[src/bcam_pkg.sv]
// Constants and field layout for the channel A break match block
package bcam_pkg;
   // Register and monitor port widths
   localparam int BCAM_AW = 8;
   localparam int BCAM_DW = 16;
   localparam int BCAM_BUSW = 32;
   // Register offsets, byte addresses of 16-bit registers
   localparam logic [7:0] OFF_ADDR_HI = 8'h40;
   localparam logic [7:0] OFF_ADDR_LO = 8'h42;
   localparam logic [7:0] OFF_MASK_HI = 8'h44;
   localparam logic [7:0] OFF_MASK_LO = 8'h46;
   localparam logic [7:0] OFF_CYC_COND = 8'h48;
   localparam logic [7:0] OFF_CTRL = 8'h78;
   localparam logic [7:0] OFF_IRQ_STS = 8'h7a;
   localparam logic [7:0] OFF_IRQ_MSK = 8'h7c;
   localparam logic [7:0] OFF_CAP_HI = 8'h7e;
   localparam logic [7:0] OFF_CAP_LO = 8'h80;
   // Reset value shared by every register
   localparam logic [15:0] RST_ZERO = 16'h0000;
   // Bus cycle condition fields
   localparam int CC_MST_HI = 7;
   localparam int CC_MST_LO = 6;
   localparam int CC_FD_HI = 5;
   localparam int CC_FD_LO = 4;
   localparam int CC_DIR_HI = 3;
   localparam int CC_DIR_LO = 2;
   localparam int CC_SZ_HI = 1;
   localparam int CC_SZ_LO = 0;
   localparam logic [15:0] CC_WR_MASK = 16'h00ff;
   // Control register fields
   localparam int CTL_PROC_FLAG = 15;
   localparam int CTL_PERI_FLAG = 14;
   localparam int CTL_EXT_EN = 13;
   // Interrupt status and mask fields
   localparam int IRQ_PROC = 0;
   localparam int IRQ_PERI = 1;
   localparam int IRQ_W = 2;
   // Bus master codes on the monitor port
   localparam logic [1:0] MST_PROC = 2'h0;
   localparam logic [1:0] MST_DMA = 2'h1;
   localparam logic [1:0] MST_EXT = 2'h2;
   // Operand size codes, same as the size select field
   localparam logic [1:0] SZ_NONE = 2'h0;
   localparam logic [1:0] SZ_BYTE = 2'h1;
   localparam logic [1:0] SZ_WORD = 2'h2;
   localparam logic [1:0] SZ_LONG = 2'h3;

   // Two-bit select: low bit enables class a, high bit class b
   function automatic logic bcam_sel_hit(input logic [1:0] sel, input logic is_a,
                                         input logic is_b);
      return (sel[0] & is_a) | (sel[1] & is_b);
   endfunction
endpackage

[src/bcam_addr_cmp.sv]
// Masked 32-bit address comparator for the break channel
`timescale 1ns/1ns
module bcam_addr_cmp
   import bcam_pkg::*;
(
   input wire logic [BCAM_BUSW-1:0] bus_addr,
   input wire logic [BCAM_BUSW-1:0] brk_addr,
   input wire logic [BCAM_BUSW-1:0] brk_mask,
   output logic hit
);
   // A set mask bit removes that bit from the compare
   always_comb begin
      hit = (((bus_addr ^ brk_addr) & ~brk_mask) == '0);
   end
endmodule // bcam_addr_cmp

[src/bcam_top.sv]
// Channel A break match: registers, cycle compare, flags, interrupt
`timescale 1ns/1ns
module bcam_top
   import bcam_pkg::*;
(
   input wire logic core_clk,
   input wire logic rst,
   input wire logic clk_en,
   input wire logic [BCAM_AW-1:0] reg_addr,
   input wire logic [BCAM_DW-1:0] reg_wdata,
   input wire logic reg_wr,
   input wire logic reg_rd,
   output logic [BCAM_DW-1:0] reg_rdata,
   input wire logic bus_valid,
   input wire logic [BCAM_BUSW-1:0] bus_addr,
   input wire logic [1:0] bus_master,
   input wire logic bus_fetch,
   input wire logic bus_write,
   input wire logic [1:0] bus_size,
   output logic break_req,
   output logic break_irq
);
   // Programmed condition registers
   logic [15:0] addr_hi_q;
   logic [15:0] addr_lo_q;
   logic [15:0] mask_hi_q;
   logic [15:0] mask_lo_q;
   logic [15:0] cyc_cond_q;
   // Control bits
   logic proc_match_flag_a_q;
   logic periph_match_flag_a_q;
   logic ext_master_break_enable_q;
   // Interrupt status, mask and match capture
   logic [IRQ_W-1:0] irq_sts_q;
   logic [IRQ_W-1:0] irq_sts_d;
   logic [IRQ_W-1:0] irq_msk_q;
   logic [IRQ_W-1:0] irq_msk_d;
   logic [31:0] cap_addr_q;
   // Output registers
   logic [15:0] rdata_q;
   logic break_req_q;
   logic irq_q;
   // Decoded writes
   logic wr_addr_hi;
   logic wr_addr_lo;
   logic wr_mask_hi;
   logic wr_mask_lo;
   logic wr_cyc;
   logic wr_ctrl;
   logic wr_sts;
   logic wr_msk;
   // Compare terms
   logic [31:0] brk_addr;
   logic [31:0] brk_mask;
   logic addr_hit;
   logic [1:0] sel_master;
   logic [1:0] sel_fd;
   logic [1:0] sel_dir;
   logic [1:0] sel_size;
   logic is_proc;
   logic is_peri;
   logic master_hit;
   logic fd_hit;
   logic dir_hit;
   logic [1:0] eff_size;
   logic size_hit;
   logic cyc_hit;
   logic hit_proc;
   logic hit_peri;

   // Write strobe decode; only full 16-bit lanes exist on this port
   always_comb begin
      wr_addr_hi = reg_wr && (reg_addr == OFF_ADDR_HI);
      wr_addr_lo = reg_wr && (reg_addr == OFF_ADDR_LO);
      wr_mask_hi = reg_wr && (reg_addr == OFF_MASK_HI);
      wr_mask_lo = reg_wr && (reg_addr == OFF_MASK_LO);
      wr_cyc = reg_wr && (reg_addr == OFF_CYC_COND);
      wr_ctrl = reg_wr && (reg_addr == OFF_CTRL);
      wr_sts = reg_wr && (reg_addr == OFF_IRQ_STS);
      wr_msk = reg_wr && (reg_addr == OFF_IRQ_MSK);
   end

   // Break address halves; high half is bits 31..16
   always_ff @(posedge core_clk or posedge rst) begin
      if (rst) begin
         addr_hi_q <= RST_ZERO;
         addr_lo_q <= RST_ZERO;
      end else if (clk_en) begin
         if (wr_addr_hi) begin
            addr_hi_q <= reg_wdata;
         end
         if (wr_addr_lo) begin
            addr_lo_q <= reg_wdata;
         end
      end
   end

   // Address mask halves
   always_ff @(posedge core_clk or posedge rst) begin
      if (rst) begin
         mask_hi_q <= RST_ZERO;
         mask_lo_q <= RST_ZERO;
      end else if (clk_en) begin
         if (wr_mask_hi) begin
            mask_hi_q <= reg_wdata;
         end
         if (wr_mask_lo) begin
            mask_lo_q <= reg_wdata;
         end
      end
   end

   // Cycle condition register; upper byte is forced to zero on write
   always_ff @(posedge core_clk or posedge rst) begin
      if (rst) begin
         cyc_cond_q <= RST_ZERO;
      end else if (clk_en && wr_cyc) begin
         cyc_cond_q <= reg_wdata & CC_WR_MASK;
      end
   end

   // External master enable, plain read/write bit
   always_ff @(posedge core_clk or posedge rst) begin
      if (rst) begin
         ext_master_break_enable_q <= 1'b0;
      end else if (clk_en && wr_ctrl) begin
         ext_master_break_enable_q <= reg_wdata[CTL_EXT_EN];
      end
   end

   // Match flags: hardware only sets, software may write zero to clear.
   // A match in the clearing cycle wins so no event is lost.
   always_ff @(posedge core_clk or posedge rst) begin
      if (rst) begin
         proc_match_flag_a_q <= 1'b0;
         periph_match_flag_a_q <= 1'b0;
      end else if (clk_en) begin
         if (hit_proc) begin
            proc_match_flag_a_q <= 1'b1;
         end else if (wr_ctrl && !reg_wdata[CTL_PROC_FLAG]) begin
            proc_match_flag_a_q <= 1'b0;
         end
         if (hit_peri) begin
            periph_match_flag_a_q <= 1'b1;
         end else if (wr_ctrl && !reg_wdata[CTL_PERI_FLAG]) begin
            periph_match_flag_a_q <= 1'b0;
         end
      end
   end

   // Assemble the 32-bit compare operands
   assign brk_addr = {addr_hi_q, addr_lo_q};
   assign brk_mask = {mask_hi_q, mask_lo_q};

   // Masked address compare
   bcam_addr_cmp u_addr_cmp (
      .bus_addr(bus_addr),
      .brk_addr(brk_addr),
      .brk_mask(brk_mask),
      .hit(addr_hit)
   );

   // Field extraction from the cycle condition register
   assign sel_master = cyc_cond_q[CC_MST_HI:CC_MST_LO];
   assign sel_fd = cyc_cond_q[CC_FD_HI:CC_FD_LO];
   assign sel_dir = cyc_cond_q[CC_DIR_HI:CC_DIR_LO];
   assign sel_size = cyc_cond_q[CC_SZ_HI:CC_SZ_LO];

   // Master class; external cycles are peripheral only when enabled
   always_comb begin
      is_proc = (bus_master == MST_PROC);
      is_peri = (bus_master == MST_DMA) ||
                ((bus_master == MST_EXT) && ext_master_break_enable_q);
   end

   // Per-field hits; select 00 in the master, fetch/data or direction field blocks the channel
   always_comb begin
      master_hit = bcam_sel_hit(sel_master, is_proc, is_peri);
      fd_hit = bcam_sel_hit(sel_fd, bus_fetch, !bus_fetch);
      dir_hit = bcam_sel_hit(sel_dir, !bus_write, bus_write);
   end

   // Fetches always compare as word, whatever the bus width was.
   // Data cycles use the size the master issued.
   always_comb begin
      eff_size = bus_fetch ? SZ_WORD : bus_size;
      size_hit = (sel_size == SZ_NONE) || (sel_size == eff_size);
   end

   // All enabled conditions in the same bus cycle
   always_comb begin
      cyc_hit = bus_valid && addr_hit && master_hit && fd_hit && dir_hit && size_hit;
      hit_proc = cyc_hit && is_proc;
      hit_peri = cyc_hit && is_peri;
   end

   // Break request pulse, one cycle after the matching bus cycle
   always_ff @(posedge core_clk or posedge rst) begin
      if (rst) begin
         break_req_q <= 1'b0;
      end else if (clk_en) begin
         break_req_q <= cyc_hit;
      end
   end

   // Capture the address of the most recent match for the handler
   always_ff @(posedge core_clk or posedge rst) begin
      if (rst) begin
         cap_addr_q <= 32'h0000_0000;
      end else if (clk_en && cyc_hit) begin
         cap_addr_q <= bus_addr;
      end
   end

   // Sticky status, write one to clear; a new event beats the clear
   always_comb begin
      irq_sts_d = irq_sts_q;
      if (wr_sts) begin
         irq_sts_d = irq_sts_d & ~reg_wdata[IRQ_W-1:0];
      end
      irq_sts_d[IRQ_PROC] = irq_sts_d[IRQ_PROC] | hit_proc;
      irq_sts_d[IRQ_PERI] = irq_sts_d[IRQ_PERI] | hit_peri;
   end

   // Interrupt mask; a one lets that event reach the output
   always_comb begin
      irq_msk_d = irq_msk_q;
      if (wr_msk) begin
         irq_msk_d = reg_wdata[IRQ_W-1:0];
      end
   end

   // Status and mask storage
   always_ff @(posedge core_clk or posedge rst) begin
      if (rst) begin
         irq_sts_q <= '0;
         irq_msk_q <= '0;
      end else if (clk_en) begin
         irq_sts_q <= irq_sts_d;
         irq_msk_q <= irq_msk_d;
      end
   end

   // Level interrupt, registered from next-state so it tracks status
   always_ff @(posedge core_clk or posedge rst) begin
      if (rst) begin
         irq_q <= 1'b0;
      end else if (clk_en) begin
         irq_q <= |(irq_sts_d & irq_msk_d);
      end
   end

   // Read data valid only in the cycle after the strobe; else zero.
   // Unmapped offsets return zero, reserved bits read zero.
   always_ff @(posedge core_clk or posedge rst) begin
      if (rst) begin
         rdata_q <= RST_ZERO;
      end else if (clk_en) begin
         rdata_q <= RST_ZERO;
         if (reg_rd) begin
            unique case (reg_addr)
               OFF_ADDR_HI: rdata_q <= addr_hi_q;
               OFF_ADDR_LO: rdata_q <= addr_lo_q;
               OFF_MASK_HI: rdata_q <= mask_hi_q;
               OFF_MASK_LO: rdata_q <= mask_lo_q;
               OFF_CYC_COND: rdata_q <= cyc_cond_q;
               OFF_CTRL: begin
                  rdata_q[CTL_PROC_FLAG] <= proc_match_flag_a_q;
                  rdata_q[CTL_PERI_FLAG] <= periph_match_flag_a_q;
                  rdata_q[CTL_EXT_EN] <= ext_master_break_enable_q;
               end
               OFF_IRQ_STS: rdata_q[IRQ_W-1:0] <= irq_sts_q;
               OFF_IRQ_MSK: rdata_q[IRQ_W-1:0] <= irq_msk_q;
               OFF_CAP_HI: rdata_q <= cap_addr_q[31:16];
               OFF_CAP_LO: rdata_q <= cap_addr_q[15:0];
               default: rdata_q <= RST_ZERO;
            endcase
         end
      end
   end

   // Outputs straight from flops
   assign reg_rdata = rdata_q;
   assign break_req = break_req_q;
   assign break_irq = irq_q;
endmodule // bcam_top

[config.mk]
export PLATFORM = sky130hd
export DESIGN_NAME = bcam_top
export DESIGN_NICKNAME = d
export VERILOG_FILES = /design/src/bcam_pkg.sv /design/src/bcam_addr_cmp.sv /design/src/bcam_top.sv
export SDC_FILE = /design/constraint.sdc
export NUM_CORES = 1
export LEC_CHECK = 0
export BUFFER_PORTS_ARGS = -buffer_cell sky130_fd_sc_hd__buf_2
export CAP_MARGIN = 20
export CORE_UTILIZATION = 50
export CTS_CLUSTER_DIAMETER = 60
export DETAILED_ROUTE_END_ITERATION = 16
export PLACE_DENSITY = 0.69
export SETUP_SLACK_MARGIN = 0.15
export SLEW_MARGIN = 30
export SYNTH_ARGS = -nofsm -noshare
export SYNTH_HDL_FRONTEND = slang
export SYNTH_SLANG_ARGS = --single-unit
[constraint.sdc]
create_clock -name core_clk -period 6.9 [get_ports core_clk]
set_clock_uncertainty 0.05 [all_clocks]
set_input_delay 0.69 -clock core_clk [delete_from_list [all_inputs] [get_ports core_clk]]
set_output_delay 0.69 -clock core_clk [all_outputs]
set_load 0.01 [all_outputs]
==> results.yml, run 1 <==
floorplan:
  rows: 40
  chipHeight_um: 115
  core_area_mm2: 0.0122
  dieArea_mm2: 0.0132
  start_util: 0.521
  ios: 86
  die_w_um: 115
synth:
  syn_nets: 563
  syn-instance-count: 495
  synth.largest_area_cell: "dfrtp_1"
  yosysTopAreaCellShare: 0.507
  ys_seq_elements: 129
  synth_cell_types: 56
  ys_async_sr_fraction: 1.00
  synth-edff-count: 0
  avgSynthCellArea_um2: 12.9
  yosys_warnings: 0
  syn_area_mm2: 0.00636
  synth_ff_type: "dfrtp_1"
  yosys-top-cells-area: "dfrtp_1 51%, mux2_2 15%, mux2_4 5.9%, xnor2_1 4.4%, a22oi_1 3.1%"
  seq_area_frac_synth: 0.507
grt:
  grt_pass1_wl_um: 27000
  track_usage: 0.284
  grt_antenna_before_repair: 1
  grt_overflow_total: 0
  grt_max_degree: 76
  grt_pass1_vias: 4836
clock_tree:
  cts_tree: "built"
  cts_made_buffers: 17
  post_cts_buffers: 0
  clkSlewWorstSetupHoldPaths_ns: 0.06
  numClockSinks: 129
  clk_root_buffer_cell: "clkbuf_16"
  postCtsResizedCells: 0
  htreeDepth: 4
  cts_hold_buf: 0
  clk_path_buf_depth: 2
  clk_latency_ns: 0.42
power:
  seqPwrFrac: 0.440
  switching_power_w: 0.000388
  power.density_mw_per_mm2: 236
  power_frac_comb: 0.062
  intPower_w: 0.00139
  peakVddDrop_uv: 162
  p_sw_frac: 0.218
  clockPowerShare: 0.498
  power_leakage_nw: 3.61
route:
  post_drt_wl_per_cell_um: 22.7
  firstDrtPassIters: 6
  drtIter0Drc: 366
  viasPerCell: 6.16
  drc: 0
  via_count: 4691
  ant_nets: 0
  wl_um: 17300
timing:
  min_period_over_period: 0.468
  hold_viol_final: 0
  worstMarginPinSlew_ns: 1.00
  min_period_ns: 3.23
  rsz0062_at_grt: "no"
  final.setup.worst_slack_ns: 3.67
  fin_setup_tns_ns: 0
  relSlewSlack: 0.329
  finalMaxSlewViolations: 0
  setup_viol_count_final: 0
  max_freq_mhz: 309
cells_and_area:
  area_growth_pct: 18.3
  finalNetCount: 649
  drive_gt1_frac: 0.405
  final_util: 0.617
  fin_area_mm2: 0.00753
critical_path:
  cp.arrival_ns: 3.49
  start_kind: "input port"
  cp.required_ns: 7.16
  cp_max_fo: 18
  crit_type: "input port to register"
  cp-end-kind: "register"
place:
  place_ws_ns: 3.31
  dp_hpwl_um: 11600
  io_buffers: 85
  place.gp.congestion: 0.841
  placed_area_mm2: 0.00694
outcome:
  outcome: "finished clean"
run:
  maxCapViolCount: 0
worst_hold_path:
  holdCritPathClass: "input port to asynchronous set/reset pin"
## registers in the layout (all words and copies together), names as in the netlist
register                   flops
cap_addr_q                    32
addr_hi_q                     16
addr_lo_q                     16
mask_hi_q                     16
mask_lo_q                     16
reg_rdata                     16
cyc_cond_q                     8
irq_msk_q                      2
irq_sts_q                      2
break_irq                      1
break_req                      1
ext_master_break_enable_q      1
periph_match_flag_a_q          1
proc_match_flag_a_q            1
## routing by layer
metal / global-route usage / up-vias / share of wire
met3: 0.0712 / 37 / 0.070
met4: 0.126 / 0 / 0.026
met2: 0.452 / 202 / 0.47
li1: - / 2065 / -
met5: 0 / - / 0
met1: 0.369 / 2387 / 0.43
## power groups by stage
stage               logic [W]  registers, W  clock network [W]
floorplan           0.0000594      0.000791                  0
finish               0.000110      0.000782           0.000884
global route         0.000120      0.000784           0.000923
CTS                  0.000111      0.000782           0.000894
detailed placement   0.000110      0.000795                  0
global placement     0.000107      0.000794                  0
## cell type report
class | instances | area (µm²)
diodes | 1 | 2.50
well taps | 168 | 210
fillers | 1012 | 4680
clock buffers | 26 | 509
clock inverters | 5 | 75.1
repair buffers | 92 | 482
multi-input cells | 334 | 2990
inverters | 7 | 28.8
flip-flops and latches | 129 | 3230
## layout by cell type, fill, tap and decap left out, types with 3 or more instances in the layout
master and n:
dfrtp_1 129, a222oi_1 5, nand4_1 3, nor2_1 5, and2_1 3, nor3_1 11
a22o_1 11, clkbuf_8 5, mux2_4 25, xnor2_1 32, a32o_1 3, clkinv_2 3
mux2_2 85, buf_4 6, clkbuf_16 17, nand2_1 16, mux2i_1 7, o2bb2ai_1 12
a22oi_1 26, o22ai_1 16, o21ai_0 10, and3_1 3, inv_1 5, a31oi_1 3
o211a_1 5, nand3_1 6, clkbuf_1 4, a21o_1 6, buf_2 85
## worst paths after layout
| check | start | end | slack, ns | cells past startpoint |
|---|---|---|---|---|
| setup / recovery | reg_addr[2] | mask_lo_q[9] | 3.67 | 5 |
| hold / removal | rst | cap_addr_q[25] | 0.33 | 2 |
| setup reg to reg | addr_lo_q[0] | cap_addr_q[28] | 3.67 | 6 |
| hold reg to reg | break_req | break_req | 0.42 | 1 |
| max in group asynchronous | rst | cap_addr_q[19] | 5.37 | 3 |
| min in group core_clk | break_req | break_req | 0.42 | 1 |
## Yosys cell counts (7+ instances only)
cell type,n
a22oi_1,26
dfrtp_1,129
nor2_1,7
a22o_1,11
o21ai_0,10
mux2_4,25
clkbuf_1,21
mux2i_1,7
nor3_1,11
xnor2_1,32
o2bb2ai_1,12
nand2_1,17
o22ai_1,16
mux2_2,85
## cell families (layout without fill, tap and decap cells)
logic type      count (synthesis)  count (layout)  synth area share
compound gates                117             117             0.142
xor+xnor                       32              32            0.0440
buf+inv                        32             130            0.0260
flops                         129             129             0.507
mux                           117             117             0.220
other cells                     0               1                 0
simple gates                   68              68            0.0602
## through the flow
stage | instances | hold WS, ns | power (W)
floorplan | 495 | 0.424 | 0.000851
global route | 761 | 0.385 | 0.00183
finish | 762 | 0.330 | 0.00178
global placement | 730 | 0.408 | 0.000902
detailed placement | 730 | 0.414 | 0.000905
CTS | 761 | 0.344 | 0.00179
## worst max-delay path, cell delays in order
cell and delay (ns):
buf_2 0.32, nand3b_1 0.52, nor3_1 0.77, nand2_1 0.69, mux2_2 0.49
(Power assumes the default switching activity.)
==> inputs of run 2 (changes only) <==
PLACE_DENSITY = 0.72   (was 0.69)
clock period = 2.83 ns   (was 6.9 ns; I/O delays follow)
==> run 2 against run 1 <==
Global-route usage rose by 1.9 points. First-iteration DRC count increased by 30%. Total power rose to 2.6 times the previous value. Via count increased by 4.2%. Die area did not move. Critical path depth rose by 2. Hold slack worse by 0.26 ns. Clock power grew to 2.7 times the previous value.
==> results.yml, run 2 (synthesis gave the netlist of run 1 again) <==
floorplan:
  dieArea_mm2: 0.0132
  die_w_um: 115
  core_area_mm2: 0.0122
  start_util: 0.521
  ios: 86
  chipHeight_um: 115
  rows: 40
power:
  power_frac_comb: 0.063
  power_leakage_nw: 3.81
  seqPwrFrac: 0.413
  peakVddDrop_uv: 397
  clockPowerShare: 0.524
  intPower_w: 0.00362
  p_sw_frac: 0.216
  power.density_mw_per_mm2: 583
  switching_power_w: 0.000999
cells_and_area:
  area_growth_pct: 24.5
  layout_commonest_cell: "dfrtp_1"
  drive_gt1_frac: 0.432
  multi_input_area_mm2: 0.00301
  largest_register_ffs: 32
  regMostFlops: "cap_addr_q"
  finalNetCount: 673
  n_fill_cell: 935
  regArea_mm2: 0.00323
  final_cell_mix: "129 x dfrtp_1, 85 x buf_2, 84 x mux2_2"
route:
  ant_nets: 0
  viasPerCell: 6.21
  wl_um: 18600
  drc: 0
  drtIter0Drc: 476
  via_count: 4887
  post_drt_wl_per_cell_um: 23.7
  firstDrtPassIters: 7
timing:
  finalMaxSlewViolations: 0
  max_freq_mhz: 377
  relSlewSlack: 0.375
  min_period_ns: 2.65
  worstMarginPinSlew_ns: 0.938
  min_period_over_period: 0.937
  hold_ws_ns: 0.0671
  rsz0062_at_grt: "yes"
  setup_viol_count_final: 0
  fin_setup_tns_ns: 0
  hold_viol_final: 0
grt:
  grt_pass1_wl_um: 28800
  grt_pass1_vias: 5053
  grt_antenna_before_repair: 1
  grt_overflow_total: 0
  track_usage: 0.302
  grt_max_degree: 57
critical_path:
  start_kind: "register"
  cp_max_fo: 8
  r2r-end: "cap_addr_q[0]"
  reg2reg_slack_ns: 0.18
  r2r_start: "addr_lo_q[13]"
  cp-end-kind: "register"
  cp.required_ns: 3.08
  cp.arrival_ns: 2.91
  reg2reg_depth: 7
  crit_type: "register to register"
clock_tree:
  clk_latency_ns: 0.42
  cts_tree: "built"
  clk_path_buf_depth: 2
  htreeDepth: 4
  cts_made_buffers: 17
  numClockSinks: 129
  clkSlewWorstSetupHoldPaths_ns: 0.06
  clk_root_buffer_cell: "clkbuf_16"
worst_hold_path:
  min_delay_path_depth: 2
  min_from: "bus_addr[12]"
  holdCritPathClass: "input port to register"
  hold_path_end: "cap_addr_q[12]"
place:
  place.gp.congestion: 0.875
  dp_hpwl_um: 12500
  io_buffers: 85
outcome:
  outcome: "finished clean"
run:
  maxCapViolCount: 0
[run 2: changes by cell type in the layout (fill, tap and decap cells not counted), moves of 2 or more]
| cell | before | now |
|---|---|---|
| nor2_1 | 5 | 7 |
| clkbuf_8 | 5 | 3 |
| xnor2_2 | 0 | 2 |
| bufinv_16 | 2 | 5 |
| buf_4 | 6 | 21 |
| nor2_2 | 2 | 0 |
| xnor2_1 | 32 | 30 |
| clkinv_2 | 3 | 5 |
| clkinvlp_4 | 0 | 2 |
| clkbuf_1 | 4 | 1 |
| buf_12 | 0 | 6 |
[run 2: how the worst max path moves through the flow]
stage	from	endpoint	slack, ns	depth (start not counted)
6_report	addr_lo_q[13]	cap_addr_q[0]	0.18	7
3_5_place_dp	addr_lo_q[10]	cap_addr_q[25]	0.08	7
2_1_floorplan	addr_lo_q[10]	cap_addr_q[10]	0.27	7
3_3_place_gp	addr_hi_q[6]	cap_addr_q[28]	0.1	7
4_1_cts	addr_lo_q[10]	cap_addr_q[7]	0.16	8
5_1_grt	addr_lo_q[10]	cap_addr_q[4]	0.11	8
[run 2: cell type report]
class | count | share of cell area
clock buffer | 21 | 0.0594
clock inverter | 11 | 0.0231
antenna | 1 | 0.000316
tap | 168 | 0.0265
sequential | 129 | 0.408
inverter | 7 | 0.00379
multi-input combinational | 334 | 0.380
timing repair buffer | 116 | 0.0991
[run 2: power by group through the flow]
stage / clock, W / combinational, W / sequential (W)
global route: 0.00252 / 0.000314 / 0.00191
finish: 0.00242 / 0.000289 / 0.00191
detailed placement: 0 / 0.000282 / 0.00194
global placement: 0 / 0.000276 / 0.00194
CTS: 0.00244 / 0.000284 / 0.00191
floorplan: 0 / 0.000145 / 0.00193
[run 2: metal layers]
| metal | up-vias | global-route usage | wire, µm |
|---|---|---|---|
| met2 | 254 | 0.465 | 8650 |
| met1 | 2473 | 0.415 | 8050 |
| li1 | 2113 | - | - |
| met5 | - | 0 | 0 |
| met4 | 0 | 0.119 | 473 |
| met3 | 47 | 0.0727 | 1470 |
[run 2: repair_timing]
action / CTS / global route
endpoints found under the hold margin: 26 / 0
hold buffers: 1 / 0
setup endpoints to repair: 30 / 23
gates cloned: 2 / 0
gates resized for setup: 2 / 4
buffers inserted: 4 / 0
pin swaps: 5 / 1
[run 2: through the flow]
step | setup WS, ns | instance area, µm² | std cells | utilization | power (W)
2_1_floorplan | 0.273 | 6370 | 495 | - | 0.00207
3_3_place_gp | 0.0955 | 7140 | 747 | 0.584 | 0.00221
3_5_place_dp | 0.0760 | 7140 | 747 | 0.584 | 0.00222
4_1_cts | 0.156 | 7890 | 786 | 0.646 | 0.00463
5_1_grt | 0.108 | 7920 | 786 | 0.648 | 0.00474
6_report | 0.178 | 7920 | 787 | 0.649 | 0.00462
[run 2: critical path: stages (launching register included)]
cell and delay [ns]:
dfrtp_1 0.40, xnor2_1 0.17, o22ai_1 0.12, or4_1 0.50, or4_4 0.53, nor2_8 0.15
bufbuf_16 0.31, mux2_4 0.30
==> inputs of run 3 (changes only) <==
REMOVE_ABC_BUFFERS = 1   (was unset)
==> run 3 against run 2 <==
Clock-buffer cell count rose by 2. Via count is 1.1% higher. Cell count up 1.4%. Sequential cell count unchanged. Combinational power is 2% higher. Critical endpoint is now cap_addr_q[28]. Highest routed layer unchanged.
==> results.yml, run 3 (synthesis gave the netlist of run 1 again) <==
clock_tree:
  clk_root_buffer_cell: "clkbuf_16"
  cts_tree: "built"
  htreeDepth: 4
  clk_path_buf_depth: 2
  clk_latency_ns: 0.42
  numClockSinks: 129
  clkSlewWorstSetupHoldPaths_ns: 0.06
  cts_made_buffers: 17
critical_path:
  cp-end-kind: "register"
  critPathBufInv: 2
  cp.required_ns: 3.09
  reg2reg_depth: 8
  reg2reg_slack_ns: 0.22
  cp_common_cell: "buf_12"
  slowest_delay_ns: 0.51
  cp_slowest_cell: "or4_1"
  cp_max_fo: 9
  r2r_start: "addr_hi_q[12]"
  cp_num_cells: 8
  cp.arrival_ns: 2.87
  r2r-end: "cap_addr_q[28]"
  crit_start: "addr_hi_q[12]"
  crit_type: "register to register"
  path_cells: "xnor2_2 -> o22ai_1 -> or4_1 -> or4_4 -> nor2_8 -> buf_12 -> buf_12 -> mux2_2"
  start_kind: "register"
  crit_family: "simple AND/OR/NAND/NOR gates"
timing:
  fin_setup_tns_ns: 0
  min_period_over_period: 0.922
  rsz0062_at_grt: "no"
  min_period_ns: 2.61
  finalMaxSlewViolations: 0
  hold_viol_final: 0
  worstMarginPinSlew_ns: 0.667
  relSlewSlack: 0.556
  setup_viol_count_final: 0
  max_freq_mhz: 383
route:
  wl_um: 18600
  firstDrtPassIters: 5
  post_drt_wl_per_cell_um: 23.3
  viasPerCell: 6.19
  ant_nets: 0
  via_count: 4941
  drtIter0Drc: 433
  drc: 0
floorplan:
  start_util: 0.521
  ios: 86
  core_area_mm2: 0.0122
  die_w_um: 115
  chipHeight_um: 115
  dieArea_mm2: 0.0132
  rows: 40
worst_hold_path:
  min_from: "bus_addr[14]"
  min_delay_path_depth: 2
  hold_path_end: "cap_addr_q[14]"
  holdCritPathClass: "input port to register"
place:
  dp_hpwl_um: 12800
  place.gp.congestion: 0.911
  dp_cells: 755
  io_buffers: 85
grt:
  grt_antenna_before_repair: 0
  grt_pass1_vias: 5076
  grt_max_degree: 53
  grt_pass1_wl_um: 28700
  track_usage: 0.303
  grt_overflow_total: 0
cells_and_area:
  final_cell_mix: "129 x dfrtp_1, 85 x mux2_2, 85 x buf_2"
  drive_gt1_frac: 0.446
  layout_commonest_cell: "dfrtp_1"
  final_util: 0.650
  finalNetCount: 685
  antenna_cells: 0
  largest_register_ffs: 32
  stdcell_count: 798
  area_growth_pct: 24.7
  regMostFlops: "cap_addr_q"
run:
  maxCapViolCount: 0
power:
  peakVddDrop_uv: 365
  power_leakage_nw: 3.83
  power.density_mw_per_mm2: 550
outcome:
  outcome: "finished clean"
-- run 3: cell types whose count changed in the layout (fill, tap and decap cells not counted), moves of 2 or more --
cell / previous run / this run
buf_4: 21 / 35
buf_12: 6 / 4
clkbuf_1: 1 / 4
xnor2_1: 30 / 27
xnor2_2: 2 / 5
clkinv_2: 5 / 3
bufinv_16: 5 / 2
-- run 3: how the worst max path moves through the flow --
stage	endpoint	slack, ns
6_report	cap_addr_q[28]	0.22
2_1_floorplan	addr_hi_q[0]	-0.94
5_1_grt	cap_addr_q[27]	0.15
3_5_place_dp	cap_addr_q[27]	0.07
4_1_cts	cap_addr_q[28]	0.12
3_3_place_gp	cap_addr_q[30]	0.12
-- run 3: final cells by class --
type,instances,area [µm²]
well taps,168,210
fillers,957,4280
clock inverters,9,106
inverters,7,28.8
flip-flops and latches,129,3230
multi-input cells,334,3040
clock buffers,23,468
repair buffers,128,850
-- run 3: metrics by stage --
step / total power, W / hold slack (ns) / cell area, µm² / setup WS, ns
floorplan: 0.00206 / 0.318 / 6220 / -0.944
global placement: 0.00221 / 0.370 / 7160 / 0.116
detailed placement: 0.00222 / 0.368 / 7160 / 0.0680
CTS: 0.00437 / 0.0612 / 7900 / 0.125
global route: 0.00448 / 0.0643 / 7930 / 0.148
finish: 0.00436 / 0.0727 / 7930 / 0.221
-- run 3: what timing repair did --
action,in CTS,in global routing
hold buffers,1,0
setup endpoints to repair,28,32
hold endpoints to repair,48,0
gates cloned,2,0
pin swaps,9,3
resized for setup,4,5
buffers inserted,8,0
-- run 3: worst register-to-register path, delay by kind of cell (launching register included) --
| kind | cells | cell delay (ns) |
|---|---|---|
| buf+inv | 2 | 0.26 |
| flops | 1 | 0.42 |
| mux | 1 | 0.34 |
| compound gates | 1 | 0.09 |
| xor+xnor | 1 | 0.15 |
| simple gates | 3 | 1.18 |
-- run 3: routing by layer --
layer	vias to the layer above	routed length (µm)	track usage
li1	2137	-	-
met5	-	0	0
met4	0	720	0.157
met2	265	8480	0.461
met3	48	1460	0.0764
met1	2491	7920	0.404
-- run 3: where the power goes --
part | switching [W] | internal [W] | leakage, nW
Clock | 0.000818 | 0.00134 | 0.274
Combinational | 0.000175 | 0.000121 | 1.77
Sequential | 0.0000297 | 0.00188 | 1.79
Total | 0.00102 | 0.00334 | 3.83
